--- src/pkg/trap_detect_pkg.sv ---
// constants and state type for the trap detection block
// assumes a single core clock; trap class/ident widths fixed
package trap_detect_pkg;
	localparam int CLS_W = 3;
	localparam int TIN_W = 8;
	localparam int ADDR_W = 32;
	localparam int CDC_W = 7;
	localparam int TCN_SHIFT = 5;
	// trap classes
	localparam logic [2:0] CLS_PROT = 3'h1;
	localparam logic [2:0] CLS_INSTR = 3'h2;
	localparam logic [2:0] CLS_CTX = 3'h3;
	// protection class idents
	localparam int TIN_PERIPH = 5;
	localparam int TIN_NULL = 6;
	localparam int TIN_GLOBAL = 7;
	// instruction error idents
	localparam int TIN_ILLEGAL = 1;
	localparam int TIN_UNIMPL = 2;
	localparam int TIN_OPERAND = 3;
	localparam int TIN_ALIGN = 4;
	localparam int TIN_MEMADDR = 5;
	// context class idents
	localparam int TIN_DEPLETE = 1;
	localparam int TIN_CDO = 2;
	localparam int TIN_CDU = 3;
	localparam int TIN_FREE_UNDER = 4;
	localparam int TIN_STACK_EMPTY = 5;
	localparam int TIN_CTX_KIND = 6;
	localparam int TIN_EXCEPTION_RETURN_DEPTH_TRAP = 7;
	localparam logic [3:0] SEG_MSB_W = 4'h4;

	typedef struct packed {
		logic valid;
		logic [CLS_W-1:0] cls;
		logic [TIN_W-1:0] trap_ident_number;
		logic [ADDR_W-1:0] entry;
		logic [7:0] prot;
		logic [7:0] instr;
		logic [7:0] ctx;
		logic dsf;
		logic [ADDR_W-1:0] ret_addr;
		logic abandon;
	} state_type;
endpackage

--- src/pkg/trap_depth_if.sv ---
// call depth check signals between the detector and its depth checker
// assumes combinational use inside one clock domain
`timescale 1ns/1ns
interface trap_depth_if;
	logic is_call;
	logic is_ret;
	logic is_rfe;
	logic enable;
	logic [trap_detect_pkg::CDC_W-1:0] count;
	logic [trap_detect_pkg::CDC_W-1:0] max;
	logic overflow;
	logic underflow;
	logic exception_return_depth_trap;
	modport chk (input is_call, is_ret, is_rfe, enable, count, max, output overflow, underflow, exception_return_depth_trap);
	modport top (output is_call, is_ret, is_rfe, enable, count, max, input overflow, underflow, exception_return_depth_trap);
endinterface

--- src/rtl/trap_depth_check.sv ---
// call depth counter checks for call, return and exception return
// assumes the pipeline presents count and maximum for the current instruction
`timescale 1ns/1ns
module trap_depth_check (
	trap_depth_if.chk dif // depth check signals
);
	// =====================================================
	// depth checks
	assign dif.overflow = dif.is_call && dif.enable && (dif.count == dif.max);
	assign dif.underflow = dif.is_ret && dif.enable && (dif.count == '0);
	assign dif.exception_return_depth_trap = dif.is_rfe && dif.enable && (dif.count != '0);
endmodule

--- src/rtl/trap_detect.sv ---
// trap detection for protection, instruction error and context traps
// assumes all inputs synchronous to i_sys_clk; priority arbitration picks one class/ident pair here
// Operation
// - user-0 access to peripheral segment traps
// - load or store to address zero traps
// - global register write without permission traps
// - unknown opcode gives instruction error one
// - absent-unit instruction gives ident two
// - odd register pair operand gives ident three
// - misaligned data access gives ident four
// - bad circular buffer parameters give ident four
// - base plus offset changes segment traps
// - object spanning segment end traps
// - csfr, csa placement, scratch range trap
// - save into limit area then depletion trap
// - depletion during entry returns to handler
// - depletion sets sticky status flag
// - call at maximum depth traps
// - return at zero depth traps
// - save with null free head abandons
// - save or restore error also underflows
// - restore with null previous pointer traps
// - wrong saved context kind traps
// - exception return at nonzero depth traps
// - entry address is base or class shifted
// - ident number goes to data register fifteen
`timescale 1ns/1ns
module trap_detect (
	input wire logic i_sys_clk, // core clock
	input wire logic i_rst, // synchronous reset, high
	input wire logic i_valid, // instruction in check stage
	input wire logic i_user0, // least privileged user level
	input wire logic i_mem_op, // instruction is load or store
	input wire logic i_seg_periph, // target segment is peripheral
	input wire logic [31:0] i_ea, // effective address
	input wire logic [31:0] i_base, // base address before offset
	input wire logic i_base_offset, // base plus offset mode
	input wire logic [3:0] i_acc_bytes, // access size in bytes
	input wire logic i_misaligned, // alignment rules violated
	input wire logic i_circ_bad, // circular buffer parameters bad
	input wire logic i_csfr_addr, // core register hit by memory address
	input wire logic i_csa_bad_place, // save area not allowed here
	input wire logic i_scratch_oor, // scratch access beyond memory
	input wire logic i_gw_write, // writes a global address register
	input wire logic i_gw_perm, // global write granted
	input wire logic i_opc_unknown, // opcode matches no instruction
	input wire logic i_opc_unimpl, // known but unit absent
	input wire logic i_opd_odd_pair, // odd register for pair operand
	input wire logic i_opd_check_en, // enables invalid operand trap
	input wire logic i_call, // call instruction
	input wire logic i_ret, // subroutine return
	input wire logic i_rfe, // exception return
	input wire logic i_cd_en, // call depth counting enabled
	input wire logic [6:0] i_cd_count, // call depth count
	input wire logic [6:0] i_cd_max, // call depth count maximum
	input wire logic i_save_req, // context save attempted
	input wire logic i_save_done, // context save completed
	input wire logic i_save_in_entry, // save belongs to trap or irq entry
	input wire logic [31:0] i_save_area, // area used by completed save
	input wire logic [31:0] i_limit_ptr, // context limit pointer
	input wire logic [31:0] i_free_head, // free list head pointer
	input wire logic i_ctx_err, // error during save or restore
	input wire logic i_restore_req, // context restore attempted
	input wire logic i_restore_upper, // restore is upper context
	input wire logic [31:0] i_prev_ptr, // previous context pointer
	input wire logic i_saved_kind, // saved context type bit
	input wire logic [31:0] i_handler_pc, // first instr of original handler
	input wire logic [31:0] i_next_pc, // next instr after the save
	input wire logic [31:0] i_vec_base, // vector table base
	input wire logic i_dsf_clear, // software clears status flag
	output logic o_trap_valid, // one trap pair presented
	output logic [2:0] o_trap_class_index, // class number
	output logic [7:0] o_trap_ident_number, // ident, for data reg 15
	output logic [31:0] o_entry_addr, // handler entry address
	output logic [7:0] o_cand_prot, // protection candidates by ident
	output logic [7:0] o_cand_instr, // instruction error candidates
	output logic [7:0] o_cand_ctx, // context candidates
	output logic o_depletion_status_flag, // sticky depletion flag
	output logic [31:0] o_ret_addr, // return address for depletion trap
	output logic o_ctx_abandon // abandon context op, drop async
);
	// =====================================================
	// state
	trap_detect_pkg::state_type st_reg;
	trap_detect_pkg::state_type st_next;
	trap_depth_if dif ();

	logic mem_ok;
	logic [31:0] last_byte;
	logic [7:0] prot_c;
	logic [7:0] instr_c;
	logic [7:0] ctx_c;

	assign dif.is_call = i_valid && i_call;
	assign dif.is_ret = i_valid && i_ret;
	assign dif.is_rfe = i_valid && i_rfe;
	assign dif.enable = i_cd_en;
	assign dif.count = i_cd_count;
	assign dif.max = i_cd_max;

	trap_depth_check u_depth (
		.dif(dif.chk)
	);

	// lowest set ident: older checks carry lower idents within a class
	function automatic logic [7:0] low_tin(input logic [7:0] v);
		logic [7:0] r;
		r = 8'h00;
		for (int k = 7; k >= 0; k--) begin
			if (v[k]) begin
				r = 8'(k);
			end
		end
		return r;
	endfunction

	// =====================================================
	// candidate detection
	always_comb begin
		mem_ok = i_valid && i_mem_op;
		// zero-size access is treated as one byte so the end never wraps below the start
		last_byte = i_ea + 32'(i_acc_bytes) - ((i_acc_bytes == 4'h0) ? 32'h0000_0000 : 32'h0000_0001);
		prot_c = 8'h00;
		instr_c = 8'h00;
		ctx_c = 8'h00;
		prot_c[trap_detect_pkg::TIN_PERIPH] = mem_ok && i_user0 && i_seg_periph;
		prot_c[trap_detect_pkg::TIN_NULL] = mem_ok && (i_ea == 32'h0000_0000);
		prot_c[trap_detect_pkg::TIN_GLOBAL] = i_valid && i_gw_write && !i_gw_perm;
		instr_c[trap_detect_pkg::TIN_ILLEGAL] = i_valid && i_opc_unknown;
		instr_c[trap_detect_pkg::TIN_UNIMPL] = i_valid && i_opc_unimpl;
		instr_c[trap_detect_pkg::TIN_OPERAND] = i_valid && i_opd_check_en && i_opd_odd_pair;
		instr_c[trap_detect_pkg::TIN_ALIGN] = mem_ok && (i_misaligned || i_circ_bad);
		// all three implementation constraints are raised by this core
		instr_c[trap_detect_pkg::TIN_MEMADDR] = mem_ok && ((i_base_offset && (i_ea[31:28] != i_base[31:28]))
			|| (last_byte[31:28] != i_ea[31:28])
			|| i_csfr_addr || i_csa_bad_place || i_scratch_oor);
		ctx_c[trap_detect_pkg::TIN_DEPLETE] = i_save_done && (i_save_area == i_limit_ptr);
		ctx_c[trap_detect_pkg::TIN_CDO] = dif.overflow;
		ctx_c[trap_detect_pkg::TIN_CDU] = dif.underflow;
		ctx_c[trap_detect_pkg::TIN_FREE_UNDER] = (i_save_req && (i_free_head == 32'h0000_0000))
			|| ((i_save_req || i_restore_req) && i_ctx_err);
		ctx_c[trap_detect_pkg::TIN_STACK_EMPTY] = i_restore_req && (i_prev_ptr == 32'h0000_0000);
		ctx_c[trap_detect_pkg::TIN_CTX_KIND] = i_restore_req && (i_restore_upper != i_saved_kind);
		ctx_c[trap_detect_pkg::TIN_EXCEPTION_RETURN_DEPTH_TRAP] = dif.exception_return_depth_trap;
	end

	// =====================================================
	// selection and next state
	always_comb begin
		st_next = st_reg;
		st_next.prot = prot_c;
		st_next.instr = instr_c;
		st_next.ctx = ctx_c;
		st_next.valid = (prot_c != 8'h00) || (instr_c != 8'h00) || (ctx_c != 8'h00);
		st_next.cls = 3'h0;
		st_next.trap_ident_number = 8'h00;
		// unrecoverable underflow wins, then format errors, so exactly one pair leaves
		if (ctx_c[trap_detect_pkg::TIN_FREE_UNDER]) begin
			st_next.cls = trap_detect_pkg::CLS_CTX;
			st_next.trap_ident_number = 8'(trap_detect_pkg::TIN_FREE_UNDER);
		end else if (instr_c[3:1] != 3'h0) begin
			st_next.cls = trap_detect_pkg::CLS_INSTR;
			st_next.trap_ident_number = instr_c[1] ? 8'(trap_detect_pkg::TIN_ILLEGAL)
				: (instr_c[3] ? 8'(trap_detect_pkg::TIN_OPERAND) : 8'(trap_detect_pkg::TIN_UNIMPL));
		end else if (prot_c != 8'h00) begin
			st_next.cls = trap_detect_pkg::CLS_PROT;
			st_next.trap_ident_number = low_tin(prot_c);
		end else if (instr_c != 8'h00) begin
			st_next.cls = trap_detect_pkg::CLS_INSTR;
			st_next.trap_ident_number = low_tin(instr_c);
		end else if (ctx_c != 8'h00) begin
			st_next.cls = trap_detect_pkg::CLS_CTX;
			st_next.trap_ident_number = low_tin(ctx_c);
		end
		st_next.entry = i_vec_base | (32'(st_next.cls) << trap_detect_pkg::TCN_SHIFT);
		// set beats clear when both land in one cycle
		st_next.dsf = (st_reg.dsf && !i_dsf_clear) || ctx_c[trap_detect_pkg::TIN_DEPLETE];
		st_next.ret_addr = i_save_in_entry ? i_handler_pc : i_next_pc;
		st_next.abandon = ctx_c[trap_detect_pkg::TIN_FREE_UNDER];
	end

	always_ff @(posedge i_sys_clk) begin
		if (i_rst) begin
			st_reg <= '0;
		end else begin
			st_reg <= st_next;
		end
	end

	// =====================================================
	// outputs
	assign o_trap_valid = st_reg.valid;
	assign o_trap_class_index = st_reg.cls;
	assign o_trap_ident_number = st_reg.trap_ident_number;
	assign o_entry_addr = st_reg.entry;
	assign o_cand_prot = st_reg.prot;
	assign o_cand_instr = st_reg.instr;
	assign o_cand_ctx = st_reg.ctx;
	assign o_depletion_status_flag = st_reg.dsf;
	assign o_ret_addr = st_reg.ret_addr;
	assign o_ctx_abandon = st_reg.abandon;
endmodule
--- config.mk ---
export PLATFORM = sky130hd
export DESIGN_NAME = trap_detect
export DESIGN_NICKNAME = d
export VERILOG_FILES = /design/src/pkg/trap_detect_pkg.sv /design/src/pkg/trap_depth_if.sv /design/src/rtl/trap_depth_check.sv /design/src/rtl/trap_detect.sv
export SDC_FILE = /design/constraint.sdc
export NUM_CORES = 1
export LEC_CHECK = 0
export ABC_AREA = 1
export BUFFER_PORTS_ARGS = -buffer_cell sky130_fd_sc_hd__buf_4
export CAP_MARGIN = 20
export CORE_AREA = 2 2 169 171
export DETAILED_ROUTE_END_ITERATION = 16
export DIE_AREA = 0 0 171 173
export SLEW_MARGIN = 5
export SYNTH_ARGS = -nofsm -noshare
export SYNTH_HDL_FRONTEND = slang
export SYNTH_HIERARCHICAL = 1
export SYNTH_SLANG_ARGS = --single-unit
export TNS_END_PERCENT = 30
--- constraint.sdc ---
create_clock -name i_sys_clk -period 3.2 [get_ports i_sys_clk]
set_clock_uncertainty 0.05 [all_clocks]
set_input_delay 0.48 -clock i_sys_clk [delete_from_list [all_inputs] [get_ports i_sys_clk]]
set_output_delay 0.48 -clock i_sys_clk [all_outputs]
set_load 0.01 [all_outputs]
# --- Yosys cells after proc, flatten, opt, wreduce, memory -nomap -nowiden ---
# Index checks and enable logic that the tools add are counted.
classes:
  n_addsub: 2
  n_eq_ne: 5
  n_mux: 23
  bitwise: 1
  reduce_logical: 51
ops:
  columns: ["operator", "n"]
  rows:
  - ["$logic_not 32->1", 3]
  - ["$mux 8", 10]
  - ["$add 32x4->32", 1]
  - ["$eq 32x32->1", 1]
  - ["$mux 32", 1]
  - ["$or 32x8->32", 1]
  - ["$sub 32x1->32", 1]
  - ["$mux 10", 3]
  - ["$logic_and 1x1->1", 28]
  - ["$reduce_bool 8->1", 3]
  - ["$mux 11", 2]
  - ["$mux 3", 4]
  - ["$logic_or 1x1->1", 10]
  - ["$ne 4x4->1", 2]
  - ["$eq 7x7->1", 1]
  - ["$logic_not 7->1", 1]
  - ["$reduce_bool 7->1", 1]
  - ["$logic_not 4->1", 1]
  - ["$reduce_bool 3->1", 1]
  - ["$logic_not 1->1", 2]
  - ["$mux 1", 2]
  - ["$mux 2", 1]
  - ["$reduce_or 2->1", 1]
  - ["$ne 1x1->1", 1]
word_totals:
  regBits: 102
  inputBits: 336
  out_inout_bits: 102
  elab_cells: 96

# --- Depth between registers and ports, before layout ---
# Gate-level depths: netlist (run 1).
logic_depth:
  word_depth: 19
  depth_mapped: 29
  mapped_depth_nobuf: 29

# --- Modules after synthesis ---
# The synthesis (run 1) kept the hierarchy.
modules_own_cells:
  columns: ["mod", "instances", "cells_each", "area_per_inst_um2", "seq_area_each_um2"]
  rows:
  - ["trap_detect", 1, 927, 5814.3, 1721.7]
  - ["trap_depth_check", 1, 50, 192.7, 0.0]

# --- Worst setup path before layout (run 1) ---
# Ideal clock, no wire load.
synth_path:
  path_type: "in2reg"
  start: "in i_ea[3]"
  end: "reg st_reg, in the netlist o_trap_ident_number[0]"
  setup_ps: 66
  arrival_ps: 2405
  required_time_ps: 3084
  setup_slack_ps: 679
  stages: 23
  path_buffers: 0
  cell_sequence: "inv_1 -> ha_1 -> inv_1 -> ha_1 -> nand2_1 -> inv_1 -> a21oi_1 -> nand2_1 -> nand2_1 -> nand3_1 -> nand2_2 -> nand3_1 -> nand3_1 -> nand2_1 -> nor2_1 -> nand2_2 -> nand2_4 -> nand3_1 -> nand2_1 -> nand2_1 -> nand2_1 -> nand2_1 -> a21oi_2"
synth_via:
  elab_chain_len: 16
  elab_cells_between_ends: 22
  classes_between: "add/sub (2); eq/ne (1); mux (10); reduce/logical (9)"
synth_rtl:
  columns: ["item", "line_no", "rtl"]
  rows:
  - ["start: declaration", "trap_detect.sv:35", "input wire logic [31:0] i_ea,"]
  - ["$add 32x4->32", "trap_detect.sv:122", "last_byte = i_ea + 32'(i_acc_bytes) - ((i_acc_bytes == 4'h0) ? 32'h0000_0000 : 32'h0000_0001);"]
  - ["$sub 32x1->32", "trap_detect.sv:122", null]
  - ["$ne 4x4->1", "trap_detect.sv:135", "|| (last_byte[31:28] != i_ea[31:28])"]
  - ["$logic_or 1x1->1", "trap_detect.sv:135", null]
  - ["$logic_or 1x1->1 (3 in a row)", "trap_detect.sv:136", "|| i_csfr_addr || i_csa_bad_place || i_scratch_oor);"]
  - ["$logic_and 1x1->1", "trap_detect.sv:134", "instr_c[trap_detect_pkg::TIN_MEMADDR] = mem_ok && ((i_base_offset && (i_ea[31:28] != i_base[31:28]))"]
  - ["$mux 3", "trap_detect.sv:110", "if (v[k]) begin"]
  - ["$mux 8 (4 in a row)", "trap_detect.sv:110", null]
  - ["$mux 10", "trap_detect.sv:168", "end else if (instr_c != 8'h00) begin"]
  - ["$mux 10 *", "trap_detect.sv:165", "end else if (prot_c != 8'h00) begin"]
  - ["$mux 11 *", "trap_detect.sv:161", "end else if (instr_c[3:1] != 3'h0) begin"]
  - ["end signal: assignment", "trap_detect.sv:186", "st_reg <= st_next;"]
  - ["end: declaration", "trap_detect.sv:84", "trap_detect_pkg::state_type st_reg;"]
# Mark *: on every way between the ends. The rest lies on a longest branch, timed or not.
# A chain may end at the register's enable or synchronous reset.

# --- Final worst setup path (run 1) ---
layout_path:
  start: "in i_acc_bytes[3]"
  end: "reg st_reg, in the netlist o_trap_ident_number[0]"
layout_via:
  elab_chain_len: 17
  elab_cells_between_ends: 19
  classes_between: "add/sub (2); eq/ne (1); mux (9); reduce/logical (7)"
layout_rtl:
  columns: ["item", "line_no", "rtl"]
  rows:
  - ["start: declaration", "trap_detect.sv:38", "input wire logic [3:0] i_acc_bytes,"]
  - ["branches (longest 2 deep; another with $add 32x4->32)", null, null]
  - ["$sub 32x1->32 *", "trap_detect.sv:122", null]
  - ["$ne 4x4->1 *", "trap_detect.sv:135", null]
  - ["$logic_or 1x1->1 *", "trap_detect.sv:135", null]
  - ["$logic_or 1x1->1 * (3 in a row)", "trap_detect.sv:136", null]
  - ["$logic_and 1x1->1 *", "trap_detect.sv:134", null]
  - ["$mux 3", "trap_detect.sv:110", null]
  - ["$mux 8 (4 in a row)", "trap_detect.sv:110", null]
  - ["$mux 10 *", "trap_detect.sv:168", null]
  - ["$mux 10 *", "trap_detect.sv:165", null]
  - ["$mux 11 *", "trap_detect.sv:161", null]
# Mark *: on every way between the ends.

==> results of run 1 <==
==> cell usage in the layout (no fill, tap or decap), types with 3 or more instances in the layout <==
cell type / netlist / final
sky130_fd_sc_hd__nand2_2: 6 / 6
sky130_fd_sc_hd__nor2_2: 6 / 6
sky130_fd_sc_hd__o2111ai_1: 5 / 5
sky130_fd_sc_hd__clkbuf_16: 0 / 9
sky130_fd_sc_hd__nor2_1: 178 / 178
sky130_fd_sc_hd__a21oi_1: 24 / 24
sky130_fd_sc_hd__dfxtp_1: 86 / 86
sky130_fd_sc_hd__nand3_1: 34 / 34
sky130_fd_sc_hd__nor3_2: 3 / 3
sky130_fd_sc_hd__inv_1: 204 / 204
sky130_fd_sc_hd__nand2_1: 218 / 218
sky130_fd_sc_hd__buf_4: 16 / 395
sky130_fd_sc_hd__ha_1: 48 / 48
sky130_fd_sc_hd__nor4_1: 17 / 17
sky130_fd_sc_hd__o21ai_0: 45 / 45
sky130_fd_sc_hd__inv_2: 5 / 5
sky130_fd_sc_hd__or2_2: 12 / 12
sky130_fd_sc_hd__xor2_1: 4 / 4
sky130_fd_sc_hd__conb_1: 1 / 15
sky130_fd_sc_hd__xnor2_1: 7 / 7
sky130_fd_sc_hd__nand4_1: 11 / 11
sky130_fd_sc_hd__nor3_1: 9 / 9
==> flip-flops by register name, summed over array words and instances (netlist names) <==
register and cells:
o_trap_class_index 2, o_entry_addr 32, o_ret_addr 32, o_trap_ident_number 3
o_trap_valid 1, o_depletion_status_flag 1, o_cand_ctx 7, o_cand_prot 3
o_cand_instr 5
==> worst max-delay path: stages <==
cell	delay (ps)
sky130_fd_sc_hd__buf_4	80
sky130_fd_sc_hd__inv_1	40
sky130_fd_sc_hd__ha_1	260
sky130_fd_sc_hd__inv_1	40
sky130_fd_sc_hd__ha_1	310
sky130_fd_sc_hd__nand2_1	100
sky130_fd_sc_hd__inv_1	60
sky130_fd_sc_hd__a21oi_1	130
sky130_fd_sc_hd__nand2_1	60
sky130_fd_sc_hd__nand2_1	60
sky130_fd_sc_hd__nand3_1	90
sky130_fd_sc_hd__nand2_2	100
sky130_fd_sc_hd__nand3_1	70
sky130_fd_sc_hd__nand3_1	100
sky130_fd_sc_hd__nand2_1	60
sky130_fd_sc_hd__nor2_2	120
sky130_fd_sc_hd__nand2_2	100
sky130_fd_sc_hd__nand2_4	90
sky130_fd_sc_hd__nand3_1	80
sky130_fd_sc_hd__nand2_1	90
sky130_fd_sc_hd__nand2_1	50
sky130_fd_sc_hd__nand2_1	50
sky130_fd_sc_hd__nand2_1	60
sky130_fd_sc_hd__a21oi_2	100
==> metal layers <==
metal	share of wire (%)	wire (µm)	GRT usage, %
met1	39	9687	17.52
met4	1.2	291	2.860
met5	0	0	0
met2	52	12760	30.19
met3	7.4	1812	3.662
==> area by class of cell <==
type / count / area (µm²)
well taps: 378 / 473.0
flip-flops and latches: 86 / 1722
repair buffers: 395 / 2965
clock buffers: 11 / 242.7
multi-input cells: 664 / 3373
diodes: 1 / 2.502
clock inverters: 5 / 66.31
inverters: 209 / 784.5
fillers: 3083 / 18000
==> Yosys cell counts, types with 2 or more instances <==
cell / n
sky130_fd_sc_hd__nand2_1: 218
sky130_fd_sc_hd__inv_1: 204
sky130_fd_sc_hd__nor2_1: 178
sky130_fd_sc_hd__dfxtp_1: 86
sky130_fd_sc_hd__ha_1: 48
sky130_fd_sc_hd__o21ai_0: 45
sky130_fd_sc_hd__nand3_1: 34
sky130_fd_sc_hd__a21oi_1: 24
sky130_fd_sc_hd__nor4_1: 17
sky130_fd_sc_hd__buf_4: 16
sky130_fd_sc_hd__clkbuf_1: 15
sky130_fd_sc_hd__or2_2: 12
sky130_fd_sc_hd__nand4_1: 11
sky130_fd_sc_hd__nor3_1: 9
sky130_fd_sc_hd__xnor2_1: 7
sky130_fd_sc_hd__nand2_2: 6
sky130_fd_sc_hd__nor2_2: 6
sky130_fd_sc_hd__inv_2: 5
sky130_fd_sc_hd__o2111ai_1: 5
sky130_fd_sc_hd__xor2_1: 4
sky130_fd_sc_hd__nor3_2: 3
sky130_fd_sc_hd__a21oi_2: 2
sky130_fd_sc_hd__and2_1: 2
sky130_fd_sc_hd__nand2_4: 2
sky130_fd_sc_hd__nand3b_1: 2
sky130_fd_sc_hd__nor2_4: 2
sky130_fd_sc_hd__o211ai_1: 2
sky130_fd_sc_hd__o21bai_1: 2
sky130_fd_sc_hd__or3_1: 2
==> report_power, final <==
group	total (mW)	switching [mW]	internal, mW
Sequential	1.15	0.0166	1.13
Combinational	0.976	0.484	0.492
Clock	1.08	0.441	0.636
Total	3.20	0.942	2.26
==> per-stage QoR <==
step | util (%) | hold WS [ps] | worst slack (ps)
floorplan | - | 437.1 | 679.2
global placement | 33.72 | 405.5 | 308.9
detailed placement | 33.72 | 409.6 | 267.4
CTS | 34.84 | 275.6 | 636.3
global route | 34.84 | 280.6 | 392.3
finish | 34.85 | 285.1 | 639.6
==> kinds of logic (layout without fill, tap and decap cells) <==
group,Yosys count,in the layout
AND/OR/NAND/NOR,507,507
buffers and inverters,241,620
flip-flops,86,86
AO/OA/AOI/OAI,83,83
adder cells (fa/ha/maj),48,48
XOR/XNOR,11,11
other,1,16
==> how the worst min path moves through the flow <==
stage / cells past startpoint / endpoint / slack, ps
floorplan: 2 / o_depletion_status_flag$_SDFF_PP0_ / 440
global placement: 2 / o_depletion_status_flag$_SDFF_PP0_ / 410
detailed placement: 2 / o_depletion_status_flag$_SDFF_PP0_ / 410
CTS: 3 / o_entry_addr[28]$_SDFF_PP0_ / 280
global route: 3 / o_entry_addr[27]$_SDFF_PP0_ / 280
finish: 3 / o_entry_addr[25]$_SDFF_PP0_ / 290
==> impl_summary.log, run 1 <==
INFO  metric tns = 0 ps
INFO  metric ir_worst_vdd = 0.1964 mV
INFO  metric synthesis.area_per_instance = 6.148 µm²
INFO  metric clk-insertion-delay-late = 330 ps
INFO  metric wire_per_inst = 14.04 µm
INFO  metric outcome = completed
INFO  metric synth_seq_cells = 86
INFO  metric cts_buffers = 9
INFO  metric dp_cells = 1732
INFO  metric cts_setup_buffers = 0
INFO  metric synth_edf_count = 0
INFO  metric grt_setup_unrepaired = false
INFO  metric min-delay-path-class = input port to register
INFO  metric post_cts_clock_slew_at_the_launch_and_capture_registers_of_the_worst_setup_and_hold_paths = 70 ps
INFO  metric global_route.overflow_total = 0
INFO  metric drt-total-wl = 24550 µm
INFO  metric total_leakage_power = 5.468 nW
INFO  metric synth_top_area_share = 28.66%
INFO  metric tritoncts = yes
INFO  metric ant_nets = 0
INFO  metric reg2reg_to = o_depletion_status_flag$_SDFF_PP0_
INFO  metric postSynthCellCount = 977
INFO  metric yosys.area.top_type = sky130_fd_sc_hd__dfxtp_1
INFO  metric floorplan.die_area = 29580 µm²
INFO  metric number_of_unique_standard_cell_types_used_by_synthesis = 37
INFO  metric die_width = 171 µm
INFO  metric synth_top_family_by_area = simple AND/OR/NAND/NOR gates
INFO  metric grt_start_max_net_pins = 48
INFO  metric power_density = 332.6 nW/µm²
INFO  metric synth-simple-area-share = 35.99%
INFO  metric syn-cell-area = 6007 µm²
INFO  metric drt_drc_violations_left = 0
INFO  metric worstSetupStartpoint = i_acc_bytes[3]
INFO  metric floorplan.initialDensity = 21.74%
INFO  metric clockRootBuffer = sky130_fd_sc_hd__clkbuf_16
INFO  metric worst_pin_slew = 999.9 ps
INFO  metric place_hpwl = 21400 µm
INFO  metric critPathLaunchType = input port
INFO  metric ioPinCount = 438
INFO  metric avgViaCountPerCell = 4.017
INFO  metric worst_r2r_startpoint = o_depletion_status_flag$_SDFF_PP0_
INFO  metric report.power.total = 3.203 mW
INFO  metric post_cts_resize_count = 0
INFO  metric start_to_end_type_of_the_worst_setup_path = input port to register
INFO  metric cts_buffer_depth = 2
INFO  metric final-instance-count-excl-fill = 1749
INFO  metric ranking_of_synthesized_cells_by_area = sky130_fd_sc_hd__dfxtp_1 29%, sky130_fd_sc_hd__nand2_1 14%, sky130_fd_sc_hd__inv_1 13%, sky130_fd_sc_hd__nor2_1 11%, sky130_fd_sc_hd__ha_1 10%
INFO  metric clk_sinks = 86
INFO  metric die_h = 173 µm
INFO  metric final-hold-violation-count = 0
INFO  metric first_global_vias = 6713
INFO  metric post_synth_xor_area_fraction = 1.604%
INFO  metric async_flop_share = 0%
INFO  metric synth_compound_area_share = 7.623%
INFO  metric reg2reg_slack = 2580 ps
INFO  metric ys_seq_area_share = 28.66%
INFO  metric core.rowCount = 61
INFO  metric worst_slew_margin_rel = 33.27%
INFO  metric postPlaceCellArea = 9318 µm²
INFO  metric area_overhead_of_the_layout_relative_to_synthesis = 60.30%
INFO  metric setup_violations = 0
INFO  metric ys.warnings.count = 6
INFO  metric initial_antenna_violation_count = 1
INFO  metric postCtsHoldBufs = 0
INFO  metric final_area = 9629 µm²
INFO  metric r2r_cells = 2
INFO  metric worstPathArrival = 2780 ps
INFO  metric worstSetupEndpointType = register
INFO  metric synth-main-ff-cell = sky130_fd_sc_hd__dfxtp_1
INFO  metric period_share = 80.01%
INFO  metric number_of_vias_in_the_routed_layout = 7025
INFO  metric cts-htree-levels = 3
INFO  metric io_buffer_count = 394
INFO  metric fp.coreArea = 27630 µm²
INFO  metric timing_max_transition_violations_final = 0
INFO  metric synth.area.mux_share = 0%
INFO  metric wire_length_of_the_first_global_routing_pass = 35580 µm
INFO  metric gp_routability_congestion = 0.8515
INFO  metric max_cap_viol_count = 0
INFO  metric critical_path_peak_fanout = 5
INFO  metric finish.net_count = 1749
INFO  metric holdCritStartpoint = i_vec_base[25]
INFO  metric synth_fa_ha_area_share = 9.998%
INFO  metric drive_gt1_share = 32.70%
INFO  metric initial_detailed_routing_violation_count = 283
INFO  metric gr-usage-all-layers = 15.74%
INFO  metric fmax = 390.6 MHz
INFO  metric endpoint = o_trap_ident_number[0]$_SDFF_PP0_
INFO  metric post-route-min-period = 2560 ps
INFO  metric drt_pass1_iterations = 4
INFO  metric required = 3420 ps
Note: power is estimated with default switching activity, not from simulation.
==> run 2: changes to the inputs <==
Clock period 3.2 ns to 2.3 ns, I/O delays scaled along.
==> run 2 against run 1 <==
Effect of this change: die area unchanged; clock-buffer cell count shrank 1; highest routed layer unchanged; hold slack lost 140 ps; global-route usage is 0.65 points higher; clock power rose by 33%; largest power group unchanged; via count grew 3.0%; final cell count increased by 2.5%; sequential share of layout area is 0.97 points lower; final area is 5.7% higher.
==> impl_summary.log, run 2 (synthesized netlist as in run 1, its figures left out) <==
INFO  metric gr-usage-all-layers = 16.40% (+0.65 points)
INFO  metric fp.coreArea = 27630 µm² (unchanged)
INFO  metric clk-insertion-delay-late = 340 ps (about the same)
INFO  metric area_overhead_of_the_layout_relative_to_synthesis = 69.49%
INFO  metric ioPinCount = 438 (unchanged)
INFO  metric ir_worst_vdd = 0.3372 mV (+72%)
INFO  metric fmax = 435.0 MHz
INFO  metric worst_slew_margin_rel = 64.72% (+31 points)
INFO  metric start_to_end_type_of_the_worst_setup_path = input port to register
INFO  metric timing.critical_path.cells = buf_4 > inv_1 > ha_4 > inv_2 > buf_4 > nor2_1 > nand2_1 > nand2_1 > nand2_1 > nand3_1 > a21oi_2 > nand2_1 > nand2_2 > nand2_1 > nand2_1 > nand2_1 > nor2_2 > nand2_2 > nand2_4 > nand3_4 > nor2_4 > o21bai_1 > a21oi_1
INFO  metric drt-total-wl = 25310 µm (+3.1%)
INFO  metric post_cts_clock_slew_at_the_launch_and_capture_registers_of_the_worst_setup_and_hold_paths = 70 ps (about the same)
INFO  metric final-hold-violation-count = 0 (unchanged)
INFO  metric final_area = 10180 µm² (+5.7%)
INFO  metric setup_ws = 1.332 ps (-638.2 ps)
INFO  metric postPlaceCellArea = 9696 µm² (+4.1%)
INFO  metric wire_length_of_the_first_global_routing_pass = 37360 µm (+5.0%)
INFO  metric floorplan.die_area = 29580 µm² (unchanged)
INFO  metric wire_per_inst = 14.11 µm (+0.55%)
INFO  metric worstSetupEndpointType = register
INFO  metric power_density = 447.1 nW/µm² (+34%)
INFO  metric critPathLaunchType = input port
INFO  metric min-delay-path-class = input port to register
INFO  metric layout.cells.most_common_list = 435 x sky130_fd_sc_hd__buf_4, 211 x sky130_fd_sc_hd__nand2_1, 192 x sky130_fd_sc_hd__inv_1
INFO  metric grt_start_max_net_pins = 47 (-2.1%)
INFO  metric cts-htree-levels = 3 (unchanged)
INFO  metric diodes = 0 (-1)
INFO  metric finish.net_count = 1794 (+2.6%)
INFO  metric place_hpwl = 22010 µm (+2.8%)
INFO  metric grt_use_met3 = 4.166% (+0.50 points)
INFO  metric global_route.overflow_total = 0 (unchanged)
INFO  metric clk_sinks = 86 (unchanged)
INFO  metric required = 2520 ps (-900 ps)
INFO  metric gr-max-usage-layer = met2
INFO  metric worst_pin_slew = 529.2 ps (-470.7 ps)
INFO  metric first_global_vias = 7165 (+6.7%)
INFO  metric cts_buffers = 9 (unchanged)
INFO  metric die_h = 173 µm (unchanged)
INFO  metric grt_util_met1 = 18.60% (+1.1 points)
INFO  metric drt_pass1_iterations = 4 (unchanged)
INFO  metric crit_path_max_incr_delay = 230 ps (-80 ps)
INFO  metric critical-path-slowest-cell = sky130_fd_sc_hd__ha_4
INFO  metric timing_max_transition_violations_final = 0 (unchanged)
INFO  metric drt_drc_violations_left = 0 (unchanged)
INFO  metric tns = 0 ps (unchanged)
INFO  metric worstPathArrival = 2520 ps (-260 ps)
INFO  metric core.rowCount = 61 (unchanged)
INFO  metric postCtsHoldBufs = 0 (unchanged)
INFO  metric grtUsageMet2 = 29.96% (-0.24 points)
INFO  metric grt_setup_unrepaired = true
INFO  metric cts_setup_buffers = 0 (unchanged)
INFO  metric outcome = completed
INFO  metric total_leakage_power = 5.695 nW (+4.1%)
INFO  metric most_used_cell_along_the_critical_path = sky130_fd_sc_hd__nand2_1
INFO  metric die_width = 171 µm (unchanged)
INFO  metric setup_violations = 0 (unchanged)
INFO  metric period_share = 99.94%
INFO  metric number_of_vias_in_the_routed_layout = 7234 (+3.0%)
INFO  metric gp_routability_congestion = 0.9242 (+8.5%)
INFO  metric max_cap_viol_count = 0 (unchanged)
INFO  metric dpl_worst_slack = -435.7 ps (-703.1 ps)
INFO  metric clockRootBuffer = sky130_fd_sc_hd__clkbuf_16
INFO  metric critical_path_peak_fanout = 5 (unchanged)
INFO  metric initial_detailed_routing_violation_count = 254 (-10%)
INFO  metric cts_buffer_depth = 2 (unchanged)
INFO  metric layout.cells.most_common = sky130_fd_sc_hd__buf_4
INFO  metric multi_input_comb_area = 3565 µm² (+5.7%)
INFO  metric io_buffer_count = 394 (unchanged)
INFO  metric tritoncts = yes
INFO  metric floorplan.initialDensity = 21.74% (unchanged)
INFO  metric initial_antenna_violation_count = 0 (-1)
INFO  metric ant_nets = 0 (unchanged)
INFO  metric drive_gt1_share = 37.67% (+5.0 points)
INFO  metric post-route-min-period = 2299 ps
INFO  metric hold-worst-slack = 147.5 ps (-137.6 ps)
INFO  metric layout.area.seq = 1722 µm² (unchanged)
INFO  metric avgViaCountPerCell = 4.035 (+0.45%)
INFO  metric num-fill-cells = 3041 (-1.4%)
## run 2: critical path, delay by kind of cell
family	cells	cell delay [ps]
buf+inv	4	440
fa+ha+maj	1	230
simple gates	15	1140
compound gates	3	370
## run 2: where the power goes
| part | total [mW] | internal (mW) | switching, mW |
|---|---|---|---|
| combinational | 1.51 | 0.777 | 0.733 |
| clock | 1.44 | 0.781 | 0.662 |
| sequential | 1.60 | 1.57 | 0.0248 |
| total | 4.55 | 3.13 | 1.42 |
## run 2: final cells by class
cell class	count	area share [%]
inverters	209	7.828
repair buffers	440	32.71
flip-flops and latches	86	16.91
clock inverters	6	0.5407
well taps	378	4.645
multi-input cells	664	35.01
clock buffers	10	2.347
## run 2: final timing paths
check | to | depth (start not counted) | start | slack, ps
setup reg to reg | o_depletion_status_flag$_SDFF_PP0_ | 2 | o_depletion_status_flag$_SDFF_PP0_ | 1680
hold / removal | o_entry_addr[28]$_SDFF_PP0_ | 3 | i_vec_base[28] | 150
hold reg to reg | o_depletion_status_flag$_SDFF_PP0_ | 2 | o_depletion_status_flag$_SDFF_PP0_ | 420
setup / recovery | o_trap_ident_number[1]$_SDFF_PP0_ | 23 | i_ea[26] | 1
## run 2: metrics by stage
stage / util, % / power [mW] / cells
floorplan: - / 2.292 / 991
global placement: 35.09 / 3.083 / 1777
detailed placement: 35.09 / 3.094 / 1777
CTS: 36.30 / 4.587 / 1793
global route: 36.85 / 4.852 / 1793
finish: 36.85 / 4.552 / 1793
## run 2: what timing repair did
action	in CTS	in global routing
resized for setup	13	37
pin swaps	9	13
endpoints found under the setup margin	6	9
## run 2: layer usage
layer  up-vias  wire, µm  part of all wire (%)
met1      3181      9883                    39
li1       3802         -                     -
met3        22      2134                   8.4
met5         -         0                     0
met4         0       563                   2.2
met2       229     12730                    50
==> run 3: changes to the inputs <==
Settings changed: ABC_AREA 1 to 0.
==> run 3 against run 2 <==
Effect of this change: the run now ends with negative setup slack left; total power down 2.3%; first-iteration DRC count fell by 27%; global-route usage decreased by 1.7 points; setup slack got worse by 340 ps; maximum frequency decreased by 13%; die area did not move; synthesized cell count is 38% lower; critical endpoint is now o_trap_ident_number[2]$_SDFF_PP0_; largest power group unchanged; highest routed layer unchanged.
==> impl_summary.log, run 3 <==
INFO  metric final-hold-violation-count = 0 (unchanged)
INFO  metric max_cap_viol_count = 0 (unchanged)
INFO  metric wire_length_of_the_first_global_routing_pass = 33320 µm (-11%)
INFO  metric final-instance-count-excl-fill = 1460 (-19%)
INFO  metric initial_detailed_routing_violation_count = 186 (-27%)
INFO  metric setup_violations = 9 (+9)
INFO  metric floorplan.initialDensity = 19.20% (-2.5 points)
INFO  metric worstSetupEndpointType = register
INFO  metric min-delay-path-class = input port to register
INFO  metric layout.cells.most_common_list = 476 x sky130_fd_sc_hd__buf_4, 86 x sky130_fd_sc_hd__dfxtp_1, 55 x sky130_fd_sc_hd__nor2_1
INFO  metric cellInternalPower = 3.170 mW (+1.2%)
INFO  metric synthesis.area_per_instance = 8.825 µm² (+44%)
INFO  metric required = 2460 ps (-60 ps)
INFO  metric dpl_worst_slack = -802.5 ps (-366.8 ps)
INFO  metric wire_per_inst = 15.67 µm (+11%)
INFO  metric number_of_unique_standard_cell_types_used_by_synthesis = 65 (+76%)
INFO  metric worstPathBufferInverterCount = 3 (-1)
INFO  metric finish.net_count = 1461 (-19%)
INFO  metric tritoncts = yes
INFO  metric worstHoldPathCells = 2 (-1)
INFO  metric critical_path_peak_fanout = 6 (+1)
INFO  metric core.rowCount = 61 (unchanged)
INFO  metric clk-insertion-delay-late = 340 ps (about the same)
INFO  metric gr-usage-all-layers = 14.68% (-1.7 points)
INFO  metric critical_path.top_delay_family = compound AO/OA/AOI/OAI gates
INFO  metric layout.cells.most_common = sky130_fd_sc_hd__buf_4
INFO  metric setup_ws = -334.7 ps (-336.1 ps)
INFO  metric worst_slew_margin_rel = 60.23% (-4.5 points)
INFO  metric cts_buffers = 9 (unchanged)
INFO  metric total_leakage_power = 4.865 nW (-15%)
INFO  metric critical-path-slowest-cell = sky130_fd_sc_hd__a211o_1
INFO  metric fp.coreArea = 27630 µm² (unchanged)
INFO  metric die_h = 173 µm (unchanged)
INFO  metric power_density = 453.6 nW/µm² (+1.5%)
INFO  metric cts-htree-levels = 3 (unchanged)
INFO  metric power_frac_clock = 32.2% (+0.5 points)
INFO  metric yosys.area.top_type = sky130_fd_sc_hd__dfxtp_1
INFO  metric ant_nets = 0 (unchanged)
INFO  metric ys_seq_area_share = 32.46% (+3.8 points)
INFO  metric postSynthCellCount = 601 (-38%)
INFO  metric place_hpwl = 19940 µm (-9.4%)
INFO  metric diodes = 0 (unchanged)
INFO  metric drt_drc_violations_left = 0 (unchanged)
INFO  metric async_flop_share = 0% (unchanged)
INFO  metric post-route-min-period = 2635 ps (+336.1 ps)
INFO  metric postCtsHoldBufs = 0 (unchanged)
INFO  metric gp_routability_congestion = 0.9578 (+3.6%)
INFO  metric grt_setup_unrepaired = true
INFO  metric final_area = 9806 µm² (-3.7%)
INFO  metric period_share = 114.6% (+15 points)
INFO  metric synth_seq_cells = 86 (unchanged)
INFO  metric outcome = finished with violations
INFO  metric area_overhead_of_the_layout_relative_to_synthesis = 84.88%
INFO  metric postPlaceCellArea = 9403 µm² (-3.0%)
INFO  metric drive_gt1_share = 50.00% (+12 points)
INFO  metric initial_antenna_violation_count = 0 (unchanged)
INFO  metric clockRootBuffer = sky130_fd_sc_hd__clkbuf_16
INFO  metric start_to_end_type_of_the_worst_setup_path = input port to register
INFO  metric fmax = 379.5 MHz (-13%)
INFO  metric synth_top_area_share = 32.46% (+3.8 points)
INFO  metric dp_cells = 1440 (-19%)
INFO  metric ioPinCount = 438 (unchanged)
INFO  metric floorplan.die_area = 29580 µm² (unchanged)
INFO  metric cts_buffer_depth = 2 (unchanged)
INFO  metric share_comb_of_total_power = 31.9% (-1.3 points)
INFO  metric post_cts_clock_slew_at_the_launch_and_capture_registers_of_the_worst_setup_and_hold_paths = 70 ps (about the same)
INFO  metric ir_worst_vdd = 0.2431 mV (-28%)
INFO  metric critPathLaunchType = input port
INFO  metric r2r_cells = 2 (unchanged)
INFO  metric timing_max_transition_violations_final = 0 (unchanged)
INFO  metric die_width = 171 µm (unchanged)
INFO  metric ys.warnings.count = 6 (unchanged)
INFO  metric most_used_cell_along_the_critical_path = sky130_fd_sc_hd__ha_4
INFO  metric reg2reg_slack = 1680 ps (about the same)
INFO  metric syn-cell-area = 5304 µm² (-12%)
INFO  metric yosys.cell_count.top_type = sky130_fd_sc_hd__dfxtp_1
INFO  metric global_route.overflow_total = 0 (unchanged)
INFO  metric grt_start_max_net_pins = 41 (-13%)
INFO  metric timing.critical_path.cells = buf_4 > inv_6 > ha_4 > inv_2 > ha_4 > and4b_1 > o21ai_1 > a211oi_2 > o2111ai_2 > a211o_1 > a221oi_2 > a31o_4 > a31o_1 > a31oi_1
INFO  metric drt_pass1_iterations = 4 (unchanged)
INFO  metric avgViaCountPerCell = 4.064 (+0.72%)
INFO  metric drt-total-wl = 22870 µm (-9.6%)
INFO  metric failing_checks = negative setup slack
INFO  metric worstPathArrival = 2790 ps (+270 ps)
INFO  metric io_buffer_count = 394 (unchanged)
INFO  metric number_of_vias_in_the_routed_layout = 5933 (-18%)
INFO  metric share_seq_of_total_power = 35.9% (+0.8 points)
INFO  metric switching_power = 1.278 mW (-9.9%)
INFO  metric clk_sinks = 86 (unchanged)
INFO  metric synth_edf_count = 0 (unchanged)
INFO  metric worst_pin_slew = 596.6 ps (+67.38 ps)
INFO  metric p_sw_share = 28.73% (-2.4 points)
INFO  metric crit_path_max_incr_delay = 310 ps (+80 ps)
INFO  metric post_synth_top_cells = 86 x sky130_fd_sc_hd__dfxtp_1, 56 x sky130_fd_sc_hd__inv_1, 56 x sky130_fd_sc_hd__nor2_1
INFO  metric worst-path-stages = 14 (-39%)
INFO  metric ranking_of_synthesized_cells_by_area = sky130_fd_sc_hd__dfxtp_1 32%, sky130_fd_sc_hd__ha_1 11%, sky130_fd_sc_hd__xor2_1 6.6%, sky130_fd_sc_hd__mux2i_1 6.0%, sky130_fd_sc_hd__nor2b_1 4.6%
INFO  metric first_global_vias = 6054 (-16%)
INFO  metric synth-main-ff-cell = sky130_fd_sc_hd__dfxtp_1
==> run 3: final timing paths <==
path | start | endpoint
setup / recovery | i_ea[1] | o_trap_ident_number[2]$_SDFF_PP0_
hold / removal | i_vec_base[3] | o_entry_addr[3]$_SDFF_PP0_
setup reg to reg | o_depletion_status_flag$_SDFF_PP0_ | o_depletion_status_flag$_SDFF_PP0_
hold reg to reg | o_depletion_status_flag$_SDFF_PP0_ | o_depletion_status_flag$_SDFF_PP0_
==> run 3: area by class of cell <==
class,instances,area (µm²)
clock buffer,10,239.0
tap,378,473.0
fill,2900,17820
inverter,56,241.5
sequential,86,1722
timing repair buffer,482,3671
multi-input combinational,442,3407
clock inverter,6,52.55
==> run 3: repair_timing <==
item                       in CTS  in global routing
setup endpoints to repair       9                  9
pin swaps                      16                 14
buffers inserted                2                  2
gates resized for setup         9                 10
hold endpoints to repair        0                  0
==> run 3: power groups by stage <==
stage	sequential, mW	clock [mW]	combinational (mW)
6_report	1.60	1.43	1.42
5_1_grt	1.60	1.55	1.55
4_1_cts	1.60	1.49	1.42
3_5_place_dp	1.63	0	1.40
3_3_place_gp	1.63	0	1.39
2_1_floorplan	1.67	0	0.528
==> run 3: logic make-up (layout without fill, tap and decap cells) <==
family                   count (synthesis)  count (layout)  synth area share, %
XOR/XNOR                                50              50                8.257
adder cells (fa/ha/maj)                 48              48                11.32
other                                    1              15              0.07070
buffers and inverters                   87             554                7.290
AO/OA/AOI/OAI                           82              82                11.58
flip-flops                              86              86                32.46
AND/OR/NAND/NOR                        215             215                22.98
multiplexers                            32              32                6.039
==> run 3: stage by stage <==
step	setup TNS [ps]	util (%)	power, mW	hold WS [ps]
after CTS	-2509	35.26	4.508	146.3
after floorplan	-2823	-	2.200	423.2
after global routing	-3760	35.49	4.709	161.3
final	-2591	35.49	4.448	164.8
after global placement	-5982	34.03	3.017	416.2
after detailed placement	-6365	34.03	3.033	423.8
==> run 3: routing by layer <==
| layer | vias to the layer above | track usage, % | wire (µm) |
|---|---|---|---|
| met4 | 0 | 2.366 | 204 |
| met1 | 2683 | 17.90 | 9553 |
| met2 | 231 | 26.63 | 11390 |
| li1 | 3007 | - | - |
| met3 | 12 | 3.090 | 1720 |
| met5 | - | 0 | 0 |
